$ cat config.mk
export PLATFORM = sky130hd
export DESIGN_NAME = svwd_supervisor
export DESIGN_NICKNAME = d
export VERILOG_FILES = /design/src/verilog/svwd_pkg.sv /design/src/verilog/svwd_tick_if.sv /design/src/verilog/svwd_supervisor.sv /design/src/verilog/svwd_sync.sv /design/src/verilog/svwd_timebase.sv
export VERILOG_INCLUDE_DIRS = /design/src /design/src/verilog
export SDC_FILE = /design/constraint.sdc
export NUM_CORES = 1
export LEC_CHECK = 0
export CAP_MARGIN = 20
export CORE_MARGIN = 8
export CORE_UTILIZATION = 35
export CTS_BUF_LIST = sky130_fd_sc_hd__clkbuf_2
export DETAILED_ROUTE_END_ITERATION = 16
export DONT_BUFFER_PORTS = 1
export HOLD_SLACK_MARGIN = 0.08
export MAX_ROUTING_LAYER = met4
export SLEW_MARGIN = 25
export SYNTH_ARGS = -nofsm -noshare
export SYNTH_HDL_FRONTEND = slang
export SYNTH_SLANG_ARGS = --single-unit
export TNS_END_PERCENT = 100
$ cat constraint.sdc
create_clock -name sys_clk -period 6 [get_ports sys_clk]
set_input_delay 1.8 -clock sys_clk [delete_from_list [all_inputs] [get_ports sys_clk]]
set_output_delay 1.8 -clock sys_clk [all_outputs]
set_load 0.01 [all_outputs]
$ cat src/verilog/svwd_map.svh
/*
  Constants of the supervisor block: register offsets, field positions,
  reset values and timing counts. Assumes a 100 MHz sys_clk.
*/
`ifndef SVWD_MAP_SVH
`define SVWD_MAP_SVH

// ----------------------------------------
// register offsets
// ----------------------------------------
`define SVWD_OFF_CTRL 8'h00
`define SVWD_OFF_ADJWD 8'h04
`define SVWD_OFF_ADJRST 8'h08
`define SVWD_OFF_STATUS 8'h0c
`define SVWD_OFF_WDCNT 8'h10

// ----------------------------------------
// field positions and reset values
// ----------------------------------------
`define SVWD_CTRL_WINDOWED 0
`define SVWD_STS_RESETN 0
`define SVWD_STS_REGON 1
`define SVWD_STS_PFN 2
`define SVWD_STS_WDOFF 3
`define SVWD_STS_STATE 4
`define SVWD_CTRL_RST 1'b0
`define SVWD_PIN_KICK 0
`define SVWD_PIN_SELLO 1
`define SVWD_PIN_SELHI 2
`define SVWD_PIN_MONOFF 3
`define SVWD_PIN_TURNON 4
`define SVWD_PIN_HOLDN 5
`define SVWD_PIN_PFS 6
`define SVWD_PIN_WDSEL 7
`define SVWD_PIN_RSTSEL 8
`define SVWD_PIN_SUPOK 9
`define SVWD_PIN_W 10
`define SVWD_PIN_RST 10'h020

// ----------------------------------------
// timing
// ----------------------------------------
`define SVWD_CLK_MHZ 100
`define SVWD_TICK_NS 1000
`define SVWD_TICK_CYC ((`SVWD_TICK_NS * `SVWD_CLK_MHZ) / 1000)
`define SVWD_FAST_MIN_NS 2000
`define SVWD_FAST_MIN_TICKS ((`SVWD_FAST_MIN_NS + `SVWD_TICK_NS - 1) / `SVWD_TICK_NS)
`define SVWD_WD_FIXED_MS 400
`define SVWD_WD_FIXED_TICKS ((`SVWD_WD_FIXED_MS * 1000000) / `SVWD_TICK_NS)
`define SVWD_RST_FIXED_MS 100
`define SVWD_RST_FIXED_TICKS ((`SVWD_RST_FIXED_MS * 1000000) / `SVWD_TICK_NS)

`endif

$ cat src/verilog/svwd_pkg.sv
/*
  Types of the supervisor block.
  Assumes the map header supplies all numeric constants.
*/
package svwd_pkg;

  // reset sequencer states, one-hot
  typedef enum logic [2:0] {
    ST_UV = 3'h1,
    ST_TMO = 3'h2,
    ST_RUN = 3'h4
  } svwd_state_t;

endpackage

$ cat src/verilog/svwd_tick_if.sv
/*
  Time-base tick carrier between the time base and the supervisor core.
  Assumes both ends run on sys_clk.
*/
`timescale 1ns/10ps
interface svwd_tick_if;
  logic tick;
  modport src (output tick);
  modport snk (input tick);
endinterface

$ cat src/verilog/svwd_supervisor.sv
/*
  Supervisor core of a regulator: reset generator, plain and windowed
  watchdog, regulator hold latch, power-fail flag and APB registers.
  Assumes pins arrive asynchronously; supply_ok and power_fail_sense are
  digital comparator results; APB runs on sys_clk.
*/
// Register access over APB and the register addresses were chosen for this implementation.
`timescale 1ns/10ps
`include "svwd_map.svh"
module svwd_supervisor #(
  parameter int TMR_W = 24,
  parameter int WD_FIXED_TICKS = `SVWD_WD_FIXED_TICKS,
  parameter int RST_FIXED_TICKS = `SVWD_RST_FIXED_TICKS,
  parameter int TICK_CYCLES = `SVWD_TICK_CYC
) (
  input wire logic sys_clk,
  input wire logic reset,
  input wire logic psel,
  input wire logic penable,
  input wire logic pwrite,
  input wire logic [7:0] paddr,
  input wire logic [31:0] pwdata,
  output logic [31:0] prdata,
  output logic pready,
  output logic pslverr,
  input wire logic supply_ok,
  input wire logic kick_input,
  input wire logic window_sel_lo,
  input wire logic window_sel_hi,
  input wire logic kick_monitor_off,
  input wire logic primary_turn_on,
  input wire logic hold_n,
  input wire logic power_fail_sense,
  input wire logic wd_period_select,
  input wire logic rst_period_select,
  output logic reset_n,
  output logic primary_supply_output,
  output logic power_fail_flag_n
);

  // ----------------------------------------
  // parameter checks
  // ----------------------------------------
  if (TMR_W < 8 || TMR_W > 32) begin : g_chk_w
    $error("svwd_supervisor: TMR_W must be 8..32");
  end
  if (WD_FIXED_TICKS < 2 * `SVWD_FAST_MIN_TICKS ||
      longint'(WD_FIXED_TICKS) >= (64'd1 << TMR_W)) begin : g_chk_wd
    $error("svwd_supervisor: WD_FIXED_TICKS does not fit");
  end
  if (RST_FIXED_TICKS < 1 ||
      longint'(RST_FIXED_TICKS) >= (64'd1 << TMR_W)) begin : g_chk_rst
    $error("svwd_supervisor: RST_FIXED_TICKS does not fit");
  end

  localparam logic [TMR_W-1:0] WD_FIX = TMR_W'(WD_FIXED_TICKS);
  localparam logic [TMR_W-1:0] RST_FIX = TMR_W'(RST_FIXED_TICKS);
  localparam logic [TMR_W-1:0] FAST_MIN = TMR_W'(`SVWD_FAST_MIN_TICKS);
  localparam logic [TMR_W-1:0] CNT_ONE = TMR_W'(1);

  // ----------------------------------------
  // state
  // ----------------------------------------
  typedef struct packed {
    svwd_pkg::svwd_state_t state;
    logic [TMR_W-1:0] rstCnt;
    logic [TMR_W-1:0] wdCnt;
    logic kickPrev;
    logic resetN;
    logic regOn;
    logic pfN;
    logic windowed;
    logic [TMR_W-1:0] adjWd;
    logic [TMR_W-1:0] adjRst;
    logic [31:0] rdData;
    logic slvErr;
  } svwd_core_t;

  svwd_core_t q;
  svwd_core_t n;

  logic [`SVWD_PIN_W-1:0] pinRaw;
  logic [`SVWD_PIN_W-1:0] pinSync;
  logic kickSync;
  logic selLo;
  logic selHi;
  logic monOff;
  logic turnOn;
  logic holdN;
  logic pfSense;
  logic wdFixSel;
  logic rstFixSel;
  logic supOk;
  logic tick;
  logic kickEdge;
  logic wdOff;
  logic wdFault;
  logic [TMR_W-1:0] slowLim;
  logic [TMR_W-1:0] fastRaw;
  logic [TMR_W-1:0] fastLim;
  logic [TMR_W-1:0] rstLim;
  logic [31:0] statusWord;

  // ----------------------------------------
  // pin synchronisers and time base
  // ----------------------------------------
  // pin bundle, hold idles high when unused
  assign pinRaw = {supply_ok, rst_period_select, wd_period_select, power_fail_sense,
                   hold_n, primary_turn_on, kick_monitor_off, window_sel_hi,
                   window_sel_lo, kick_input};

  svwd_sync #(
    .W(`SVWD_PIN_W),
    .RST_VAL(`SVWD_PIN_RST)
  ) u_sync (
    .sys_clk(sys_clk),
    .reset(reset),
    .din(pinRaw),
    .dout(pinSync)
  );

  svwd_tick_if tickBus ();

  svwd_timebase #(
    .TICK_CYCLES(TICK_CYCLES)
  ) u_timebase (
    .sys_clk(sys_clk),
    .reset(reset),
    .tb(tickBus)
  );

  // unpack synchronised pins
  assign kickSync = pinSync[`SVWD_PIN_KICK];
  assign selLo = pinSync[`SVWD_PIN_SELLO];
  assign selHi = pinSync[`SVWD_PIN_SELHI];
  assign monOff = pinSync[`SVWD_PIN_MONOFF];
  assign turnOn = pinSync[`SVWD_PIN_TURNON];
  assign holdN = pinSync[`SVWD_PIN_HOLDN];
  assign pfSense = pinSync[`SVWD_PIN_PFS];
  assign wdFixSel = pinSync[`SVWD_PIN_WDSEL];
  assign rstFixSel = pinSync[`SVWD_PIN_RSTSEL];
  assign supOk = pinSync[`SVWD_PIN_SUPOK];
  assign tick = tickBus.tick;

  // ----------------------------------------
  // timeout selection
  // ----------------------------------------
  // straps: high picks the fixed timeouts
  assign slowLim = wdFixSel ? WD_FIX : q.adjWd;
  assign rstLim = rstFixSel ? RST_FIX : q.adjRst;

  // window ratio decode, one code switches off
  always_comb begin
    fastRaw = slowLim >> 3;
    case ({selHi, selLo})
      2'h0: fastRaw = slowLim >> 3;
      2'h2: fastRaw = slowLim >> 4;
      2'h3: fastRaw = slowLim >> 6;
      default: fastRaw = '0;
    endcase
  end

  // fast limit floor
  assign fastLim = (fastRaw < FAST_MIN) ? FAST_MIN : fastRaw;

  // watchdog off: window pins or single disable pin
  assign wdOff = q.windowed ? (selLo & ~selHi) : ~monOff;

  assign kickEdge = kickSync ^ q.kickPrev;

  // ----------------------------------------
  // watchdog fault detection
  // ----------------------------------------
  // plain mode: missed kick; window mode: early or late kick
  always_comb begin
    wdFault = 1'b0;
    if (q.resetN && !wdOff) begin
      if (!q.windowed) begin
        wdFault = !kickEdge && (q.wdCnt >= slowLim);
      end else if (kickEdge) begin
        wdFault = q.wdCnt < fastLim;
      end else begin
        wdFault = q.wdCnt >= slowLim;
      end
    end
  end

  // ----------------------------------------
  // status word
  // ----------------------------------------
  always_comb begin
    statusWord = '0;
    statusWord[`SVWD_STS_RESETN] = q.resetN;
    statusWord[`SVWD_STS_REGON] = q.regOn;
    statusWord[`SVWD_STS_PFN] = q.pfN;
    statusWord[`SVWD_STS_WDOFF] = wdOff;
    statusWord[`SVWD_STS_STATE +: 3] = q.state;
  end

  // ----------------------------------------
  // next state
  // ----------------------------------------
  always_comb begin
    n = q;
    n.kickPrev = kickSync;

    // apb setup phase: decode and latch read data
    if (psel && !penable) begin
      n.rdData = '0;
      n.slvErr = 1'b0;
      case (paddr)
        `SVWD_OFF_CTRL: n.rdData[`SVWD_CTRL_WINDOWED] = q.windowed;
        `SVWD_OFF_ADJWD: n.rdData[TMR_W-1:0] = q.adjWd;
        `SVWD_OFF_ADJRST: n.rdData[TMR_W-1:0] = q.adjRst;
        `SVWD_OFF_STATUS: n.rdData = statusWord;
        `SVWD_OFF_WDCNT: n.rdData[TMR_W-1:0] = q.wdCnt;
        default: n.slvErr = 1'b1;
      endcase
    end

    // apb access phase: writes land here
    if (psel && penable && pwrite && !q.slvErr) begin
      case (paddr)
        `SVWD_OFF_CTRL: n.windowed = pwdata[`SVWD_CTRL_WINDOWED];
        `SVWD_OFF_ADJWD: n.adjWd = pwdata[TMR_W-1:0];
        `SVWD_OFF_ADJRST: n.adjRst = pwdata[TMR_W-1:0];
        default: n.windowed = q.windowed;
      endcase
    end

    // reset sequencer
    case (q.state)
      svwd_pkg::ST_UV: begin
        n.rstCnt = '0;
        if (supOk) begin
          n.state = svwd_pkg::ST_TMO;
        end
      end
      svwd_pkg::ST_TMO: begin
        if (q.rstCnt >= rstLim) begin
          n.state = svwd_pkg::ST_RUN;
          n.rstCnt = '0;
        end else if (tick) begin
          n.rstCnt = q.rstCnt + CNT_ONE;
        end
      end
      svwd_pkg::ST_RUN: begin
        n.rstCnt = '0;
        if (wdFault) begin
          n.state = svwd_pkg::ST_TMO;
        end
      end
      default: begin
        n.state = svwd_pkg::ST_UV;
        n.rstCnt = '0;
      end
    endcase

    // undervoltage overrides every sequencer state
    if (!supOk) begin
      n.state = svwd_pkg::ST_UV;
      n.rstCnt = '0;
    end
    n.resetN = (n.state == svwd_pkg::ST_RUN);

    // watchdog counter
    if (!q.resetN || wdOff) begin
      n.wdCnt = '0;
    end else if (kickEdge && !wdFault) begin
      n.wdCnt = '0;
    end else if (tick && q.wdCnt < slowLim) begin
      n.wdCnt = q.wdCnt + CNT_ONE;
    end

    // regulator latch: enable turns on, hold keeps it on
    n.regOn = turnOn | (q.regOn & ~holdN);

    // power-fail flag follows comparator
    n.pfN = pfSense;
  end

  // ----------------------------------------
  // state register
  // ----------------------------------------
  always_ff @(posedge sys_clk or posedge reset) begin
    if (reset) begin
      q.state <= svwd_pkg::ST_UV;
      q.rstCnt <= '0;
      q.wdCnt <= '0;
      q.kickPrev <= 1'b0;
      q.resetN <= 1'b0;
      q.regOn <= 1'b0;
      q.pfN <= 1'b0;
      q.windowed <= `SVWD_CTRL_RST;
      q.adjWd <= WD_FIX;
      q.adjRst <= RST_FIX;
      q.rdData <= '0;
      q.slvErr <= 1'b0;
    end else begin
      q <= n;
    end
  end

  // ----------------------------------------
  // outputs
  // ----------------------------------------
  assign reset_n = q.resetN;
  assign primary_supply_output = q.regOn;
  assign power_fail_flag_n = q.pfN;
  assign prdata = q.rdData;
  assign pslverr = q.slvErr & psel & penable;
  assign pready = 1'b1; // zero-wait slave
endmodule

$ cat src/verilog/svwd_sync.sv
/*
  Two-stage synchroniser for a group of pin inputs.
  Assumes pins are asynchronous to sys_clk; RST_VAL is the idle pin level.
*/
`timescale 1ns/10ps
module svwd_sync #(
  parameter int W = 1,
  parameter logic [W-1:0] RST_VAL = '0
) (
  input wire logic sys_clk,
  input wire logic reset,
  input wire logic [W-1:0] din,
  output logic [W-1:0] dout
);
  typedef struct packed {
    logic [W-1:0] meta;
    logic [W-1:0] stab;
  } svwd_sync_t;

  svwd_sync_t q;
  svwd_sync_t n;

  if (W < 1) begin : g_chk
    $error("svwd_sync: W must be at least 1");
  end

  // first stage feeds only the second
  always_comb begin
    n = q;
    n.meta = din;
    n.stab = q.meta;
  end

  always_ff @(posedge sys_clk or posedge reset) begin
    if (reset) begin
      q <= {RST_VAL, RST_VAL};
    end else begin
      q <= n;
    end
  end

  assign dout = q.stab;
endmodule

$ cat src/verilog/svwd_timebase.sv
/*
  Internal time base: one-cycle tick every TICK_CYCLES clocks.
  Assumes sys_clk free running.
*/
`timescale 1ns/10ps
`include "svwd_map.svh"
module svwd_timebase #(
  parameter int TICK_CYCLES = `SVWD_TICK_CYC
) (
  input wire logic sys_clk,
  input wire logic reset,
  svwd_tick_if.src tb
);
  typedef struct packed {
    logic [15:0] cnt;
    logic tick;
  } svwd_tb_t;

  svwd_tb_t q;
  svwd_tb_t n;

  if (TICK_CYCLES < 2 || TICK_CYCLES > 65536) begin : g_chk
    $error("svwd_timebase: TICK_CYCLES out of range");
  end

  // divider, tick on wrap
  always_comb begin
    n = q;
    n.tick = 1'b0;
    if (q.cnt == 16'(TICK_CYCLES - 1)) begin
      n.cnt = 16'h0000;
      n.tick = 1'b1;
    end else begin
      n.cnt = q.cnt + 16'h0001;
    end
  end

  always_ff @(posedge sys_clk or posedge reset) begin
    if (reset) begin
      q <= '0;
    end else begin
      q <= n;
    end
  end

  assign tb.tick = q.tick;
endmodule

==> results of run 1 <==
==> worst reg2reg max path: stages, from the launching register on <==
cell and delay, ns:
dfrtp_1 0.87, buf_4 0.34, or2_2 0.24, o22ai_1 0.12, a31oi_1 0.29, nand4_1 0.19, nor2_1 0.13, nor3_1 0.06
ha_1 0.29, nand3_1 0.09, or3_1 0.37, o31ai_1 0.29, a41o_1 0.31, a21o_1 0.67, buf_4 0.28, a21oi_1 0.05
==> area by class of cell <==
class                   count  area, um^2
multi-input cells         725        5130
clock inverters            15         175
fillers                  2813       17400
flip-flops and latches    166        4170
inverters                  25        97.6
repair buffers             12         103
clock buffers              17        85.1
well taps                 378         473
diodes                      2        5.00
==> cell families (layout without fill, tap and decap cells) <==
group | Yosys count | count (layout) | synth area share, %
and+or+nand+nor | 330 | 330 | 17.7
AOI/OAI and AO/OA | 219 | 219 | 15.3
DFF | 166 | 166 | 42.6
buffers and inverters | 104 | 69 | 5.38
adders and majority gates | 67 | 67 | 8.56
muxes | 61 | 61 | 6.86
xor gates and xnor gates | 39 | 39 | 3.49
other | 2 | 11 | 0.0767
==> cells in the final DEF, fill, tap and decap left out, drive strengths merged, types with 7 or more instances in the layout <==
master	synthesis	layout
or3	24	24
nor2b	11	11
nor2	60	60
nand4	21	21
mux2i	12	12
dfstp	15	15
inv	25	33
ha	67	67
o22ai	7	7
a222oi	24	24
dfrtp	151	151
o21ai	58	58
nor3	13	13
a21oi	50	50
nand2b	34	34
nand3	25	25
and3	21	21
xnor2	15	15
mux2	49	49
a211oi	9	9
a21o	20	20
conb	2	9
nand2	84	84
buf	47	12
clkbuf	32	17
xor2	24	24
==> worst paths after layout <==
check | to | startpoint | slack, ns
min | u_sync.dout[0] | u_sync.n[0] | 0.36
min in group asynchronous | q[126] | reset | 1.10
min reg2reg | u_sync.dout[0] | u_sync.n[0] | 0.36
max | q[99] | u_sync.dout[2] | 1.37
max in group asynchronous | u_sync.dout[1] | reset | 4.21
max reg2reg | q[99] | u_sync.dout[2] | 1.37
==> where the power goes <==
group	leakage, nW	internal [mW]	switching, mW
Sequential	2.20	1.14	0.0191
Clock	0.157	0.179	0.483
Combinational	1.98	0.0346	0.0704
==> sequential cells by signal (all words and copies together), names as in the netlist <==
signal,count
u_sync.n,10
u_timebase.q,16
reset_n,1
u_timebase.tb.tick,1
primary_supply_output,1
u_sync.dout,10
power_fail_flag_n,1
prdata,24
q,102
==> routing by layer <==
metal,up-vias,wire length (um),GRT usage [%]
met2,231,12500,26.1
li1,3496,-,-
met5,-,0,-
met3,33,2130,4.77
met4,0,494,4.55
met1,3668,11500,20.3
==> impl_metrics.toml, run 1 <==
[outcome]
outcome = "complete, no violations"

[critical_path]
cp-start-kind = "register"
path_cells = "buf_4 -> or2_2 -> o22ai_1 -> a31oi_1 -> nand4_1 -> nor2_1 -> nor3_1 -> ha_1 -> nand3_1 -> or3_1 -> o31ai_1 -> a41o_1 -> a21o_1 -> buf_4 -> a21oi_1"
cp_num_cells = 15
cp.arrival_ns = 5.33
crit_family = "compound AO/OA/AOI/OAI gates"
critPathCaptureType = "register"
cp_slowest_cell = "dfrtp_1"
slowest_delay_ns = 0.87
cp_max_fo = 21
r2r_cells = 15
path_class = "reg2reg"
crit_top_cell = "buf_4"
cp_num_buf_inv = 2
cp_data_required_time_ns = 6.70

[route]
wl_per_cell_um = 19.9
drt_iter0_markers = 713
first_pass_iters = 6
drc = 0
ant_nets = 0
wl_mm = 26.6
via_count = 7428
via_per_inst = 5.54

[floorplanning]
io_pins = 92
dieArea_um2 = 33600
die_h_um = 183
die_w_um = 183
start_util_pct = 35.4
core.rowCount = 61
core_area_um2 = 27600

[min_path]
hp-class = "reg2reg"
min_delay_path_depth = 0

[global_routing]
antenna_found_initial = 1
grt_pass1_vias = 7133
grt_overflow_total = 0
grt_pass1_wl_mm = 41.9
grt_max_degree = 167
grt_use_total_pct = 16.5

[place]
dp_hpwl_mm = 19.3
place.gp.congestion = 0.898
io_buffers = 0
dp_cells = 1306
dp_slack_ns = 1.37
place_area_um2 = 9970

[sta]
drv_slew = 0
finalCritPeriodShare_pct = 77.2
fin_crit_ns = 4.63
rsz0062_at_grt = "no"
timing.final.ws_setup_ns = 1.37
finalSetupViolCount = 0
hold_slack_ns = 0.362
worst_pin_slew_ns = 0.927
fin_tns_setup_ns = 0
clock-skew-final_ns = 0.0505
hold_viol = 0
clock.fmax_mhz = 216
slew_headroom_pct = 38.2

[cts]
cts_buffers = 17
post_cts_buffers = 0
worstSkewPairLatency_ns = 0.80
postCtsHoldBufs = 0
h-tree-depth = 4
clock_sinks = 166
clkTransAtPathRegs_ns = 0.29
ctsResizeCount = 0
cts_tree = "yes"
clk_path_buf_depth = 2
cts-root-buf = "clkbuf_2"

[synth]
synth.top_cell.area_share_pct = 38.6
ys_seq_elements = 166
ys_top_cells_by_count = "dfrtp_1 (151), nand2_1 (84), ha_1 (67)"
synth_ff_type = "dfrtp_1"
synth.most_common_cell = "dfrtp_1"
seq_area_frac_synth_pct = 42.6
synthArstFlopShare_pct = 100
yosys_warnings = 0
synth_cell_types = 68
synth_edf_count = 0
yosysTopAreaCell = "dfrtp_1"
netlist_area_um2 = 9790
synth_area_leaders = "dfrtp_1 (39%), ha_1 (8.6%), mux2_2 (5.6%)"
postSynthCellCount = 988
syn_avg_cell_area_um2 = 9.91

[layout]
fin_nets = 1069
area_growth_syn_to_layout_pct = 4.59
finalNonFillerCells = 1340
post-route-cell-area_um2 = 10200
utilization_pct = 37.1
drive_above_1_share_pct = 13.2

[power_and_ir_drop]
leakage_nw = 4.34
p_per_area_nw_per_um2 = 188
vdd_drop_max_uv = 89.7
p_total_mw = 1.92

[run]
drv_cap = 0
Power figures use the tool's default switching activity.
==> run 2: changes to the inputs <==
clock period = 4.6 ns   (was 6 ns; I/O delays follow)
==> run 2 against run 1 <==
- worst hold slack better by 0.0065 ns
- first-iteration DRC count down 6.7%
- clock skew increased by 0.017 ns
- global-route usage is 0.11 points higher
- design area grew 1.1%
- critical path type unchanged
==> impl_metrics.toml, run 2 (synthesis results as in run 1) <==
[place]
io_buffers = 0
place.gp.congestion = 0.923
place_area_um2 = 10100
dp_hpwl_mm = 19.7

[route]
ant_nets = 0
wl_mm = 26.8
wl_per_cell_um = 19.8
drc = 0
via_per_inst = 5.54
first_pass_iters = 6
via_count = 7467
drt_iter0_markers = 665

[layout]
ff_latch_area_um2 = 4170
mostFrequentLayoutCells = "dfrtp_1 (151), nand2_1 (84), ha_1 (67), nor2_1 (59), o21ai_0 (58)"
largest_reg_flops = 102
multiInputGateArea_um2 = 5130
area_growth_syn_to_layout_pct = 5.70
fin_nets = 1079
final_common_cell = "dfrtp_1"
post-route-cell-area_um2 = 10300
fillers = 2786
regMostFlops = "q"
drive_above_1_share_pct = 14.1

[min_path]
hp-class = "reg2reg"

[sta]
fin_tns_setup_ns = 0
finalSetupViolCount = 0
drv_slew = 0
hold_viol = 0
clock-skew-final_ns = 0.0677
worst_pin_slew_ns = 0.855
rsz0062_at_grt = "no"
clock.fmax_mhz = 243
finalCritPeriodShare_pct = 89.6
slew_headroom_pct = 42.9
fin_crit_ns = 4.12

[global_routing]
antenna_found_initial = 1
grt_pass1_vias = 7226
grt_pass1_wl_mm = 42.4
grt_use_total_pct = 16.6
grt_overflow_total = 0
grt_max_degree = 86

[cts]
post_cts_buffers = 0
ctsResizeCount = 0
cts_tree = "yes"
h-tree-depth = 4
cts-root-buf = "clkbuf_2"
clock_sinks = 166
clkTransAtPathRegs_ns = 0.27
postCtsHoldBufs = 0
cts_buffers = 17
clk_path_buf_depth = 2
worstSkewPairLatency_ns = 0.79

[power_and_ir_drop]
comb_power_share_pct = 5.7
switchingPower_uw = 777
p_per_area_nw_per_um2 = 242
vdd_drop_max_uv = 164
intPower_mw = 1.73
p_clk_share_pct = 34.1
leakage_nw = 4.39
seqPwrFrac_pct = 60.1
swShare_pct = 31.0

[critical_path]
reg2reg_slack_ns = 0.48
cp.arrival_ns = 4.81
cp_data_required_time_ns = 5.29
cp_max_fo = 24
critPathCaptureType = "register"
cp-start-kind = "register"
path_class = "reg2reg"

[floorplanning]
dieArea_um2 = 33600
die_w_um = 183
start_util_pct = 35.4
die_h_um = 183
core.rowCount = 61
core_area_um2 = 27600
io_pins = 92

[run]
drv_cap = 0

[outcome]
outcome = "complete, no violations"
## run 2: cell type report
type	instances	area share [%]
Clock buffer	17	0.822
Multi-Input combinational cell	725	49.5
Sequential cell	166	40.3
Antenna cell	1	0.0242
Clock inverter	15	1.81
Inverter	25	0.943
Tap cell	378	4.57
Timing Repair Buffer	22	1.96
## run 2: path summary, 6_finish.rpt
kind                                      from         endpoint  depth (start not counted)
worst max-delay path            u_sync.dout[2]           q[106]                         13
worst max register to register  u_sync.dout[2]           q[106]                         13
min in group asynchronous                reset  u_timebase.q[2]                          2
worst min-delay path               u_sync.n[7]   u_sync.dout[7]                          0
max in group asynchronous                reset            q[69]                          2
worst min register to register     u_sync.n[7]   u_sync.dout[7]                          0
## run 2: routing by layer
| layer | share of wire [%] | up-vias | global-route usage, % |
|---|---|---|---|
| li1 | - | 3526 | - |
| met4 | 1.1 | 0 | 3.68 |
| met2 | 48 | 196 | 26.6 |
| met5 | 0 | - | - |
| met3 | 6.6 | 17 | 4.21 |
| met1 | 44 | 3728 | 20.9 |
## run 2: worst max-delay path: stages, from the launching register on
cell and delay (ns):
dfrtp_1 0.80, and2_0 0.47, o2bb2ai_1 0.22, nand2_1 0.09, ha_1 0.29, a21o_1 0.18, a221o_1 0.34, a221o_1 0.40
nor3_1 0.21, o31ai_1 0.10, a41o_1 0.28, a21o_1 0.20, buf_4 0.22, o21ba_2 0.26
## run 2: stage by stage
step	hold WS (ns)	cells	util, %	setup WS (ns)	total power, mW
after detailed placement	0.335	1316	36.5	0.596	1.68
after global routing	0.381	1349	37.5	0.195	2.62
final	0.369	1349	37.5	0.480	2.51
after CTS	0.375	1348	37.4	0.495	2.54
after floorplan	0.331	995	-	0.728	1.64
after global placement	0.334	1316	36.5	0.580	1.68
## run 2: power groups by stage
stage	Clock, mW	Sequential (mW)	Combinational, mW
finish	0.856	1.51	0.144
global route	0.947	1.51	0.162
CTS	0.889	1.51	0.146
detailed placement	0	1.53	0.146
global placement	0	1.53	0.145
floorplan	0	1.52	0.117
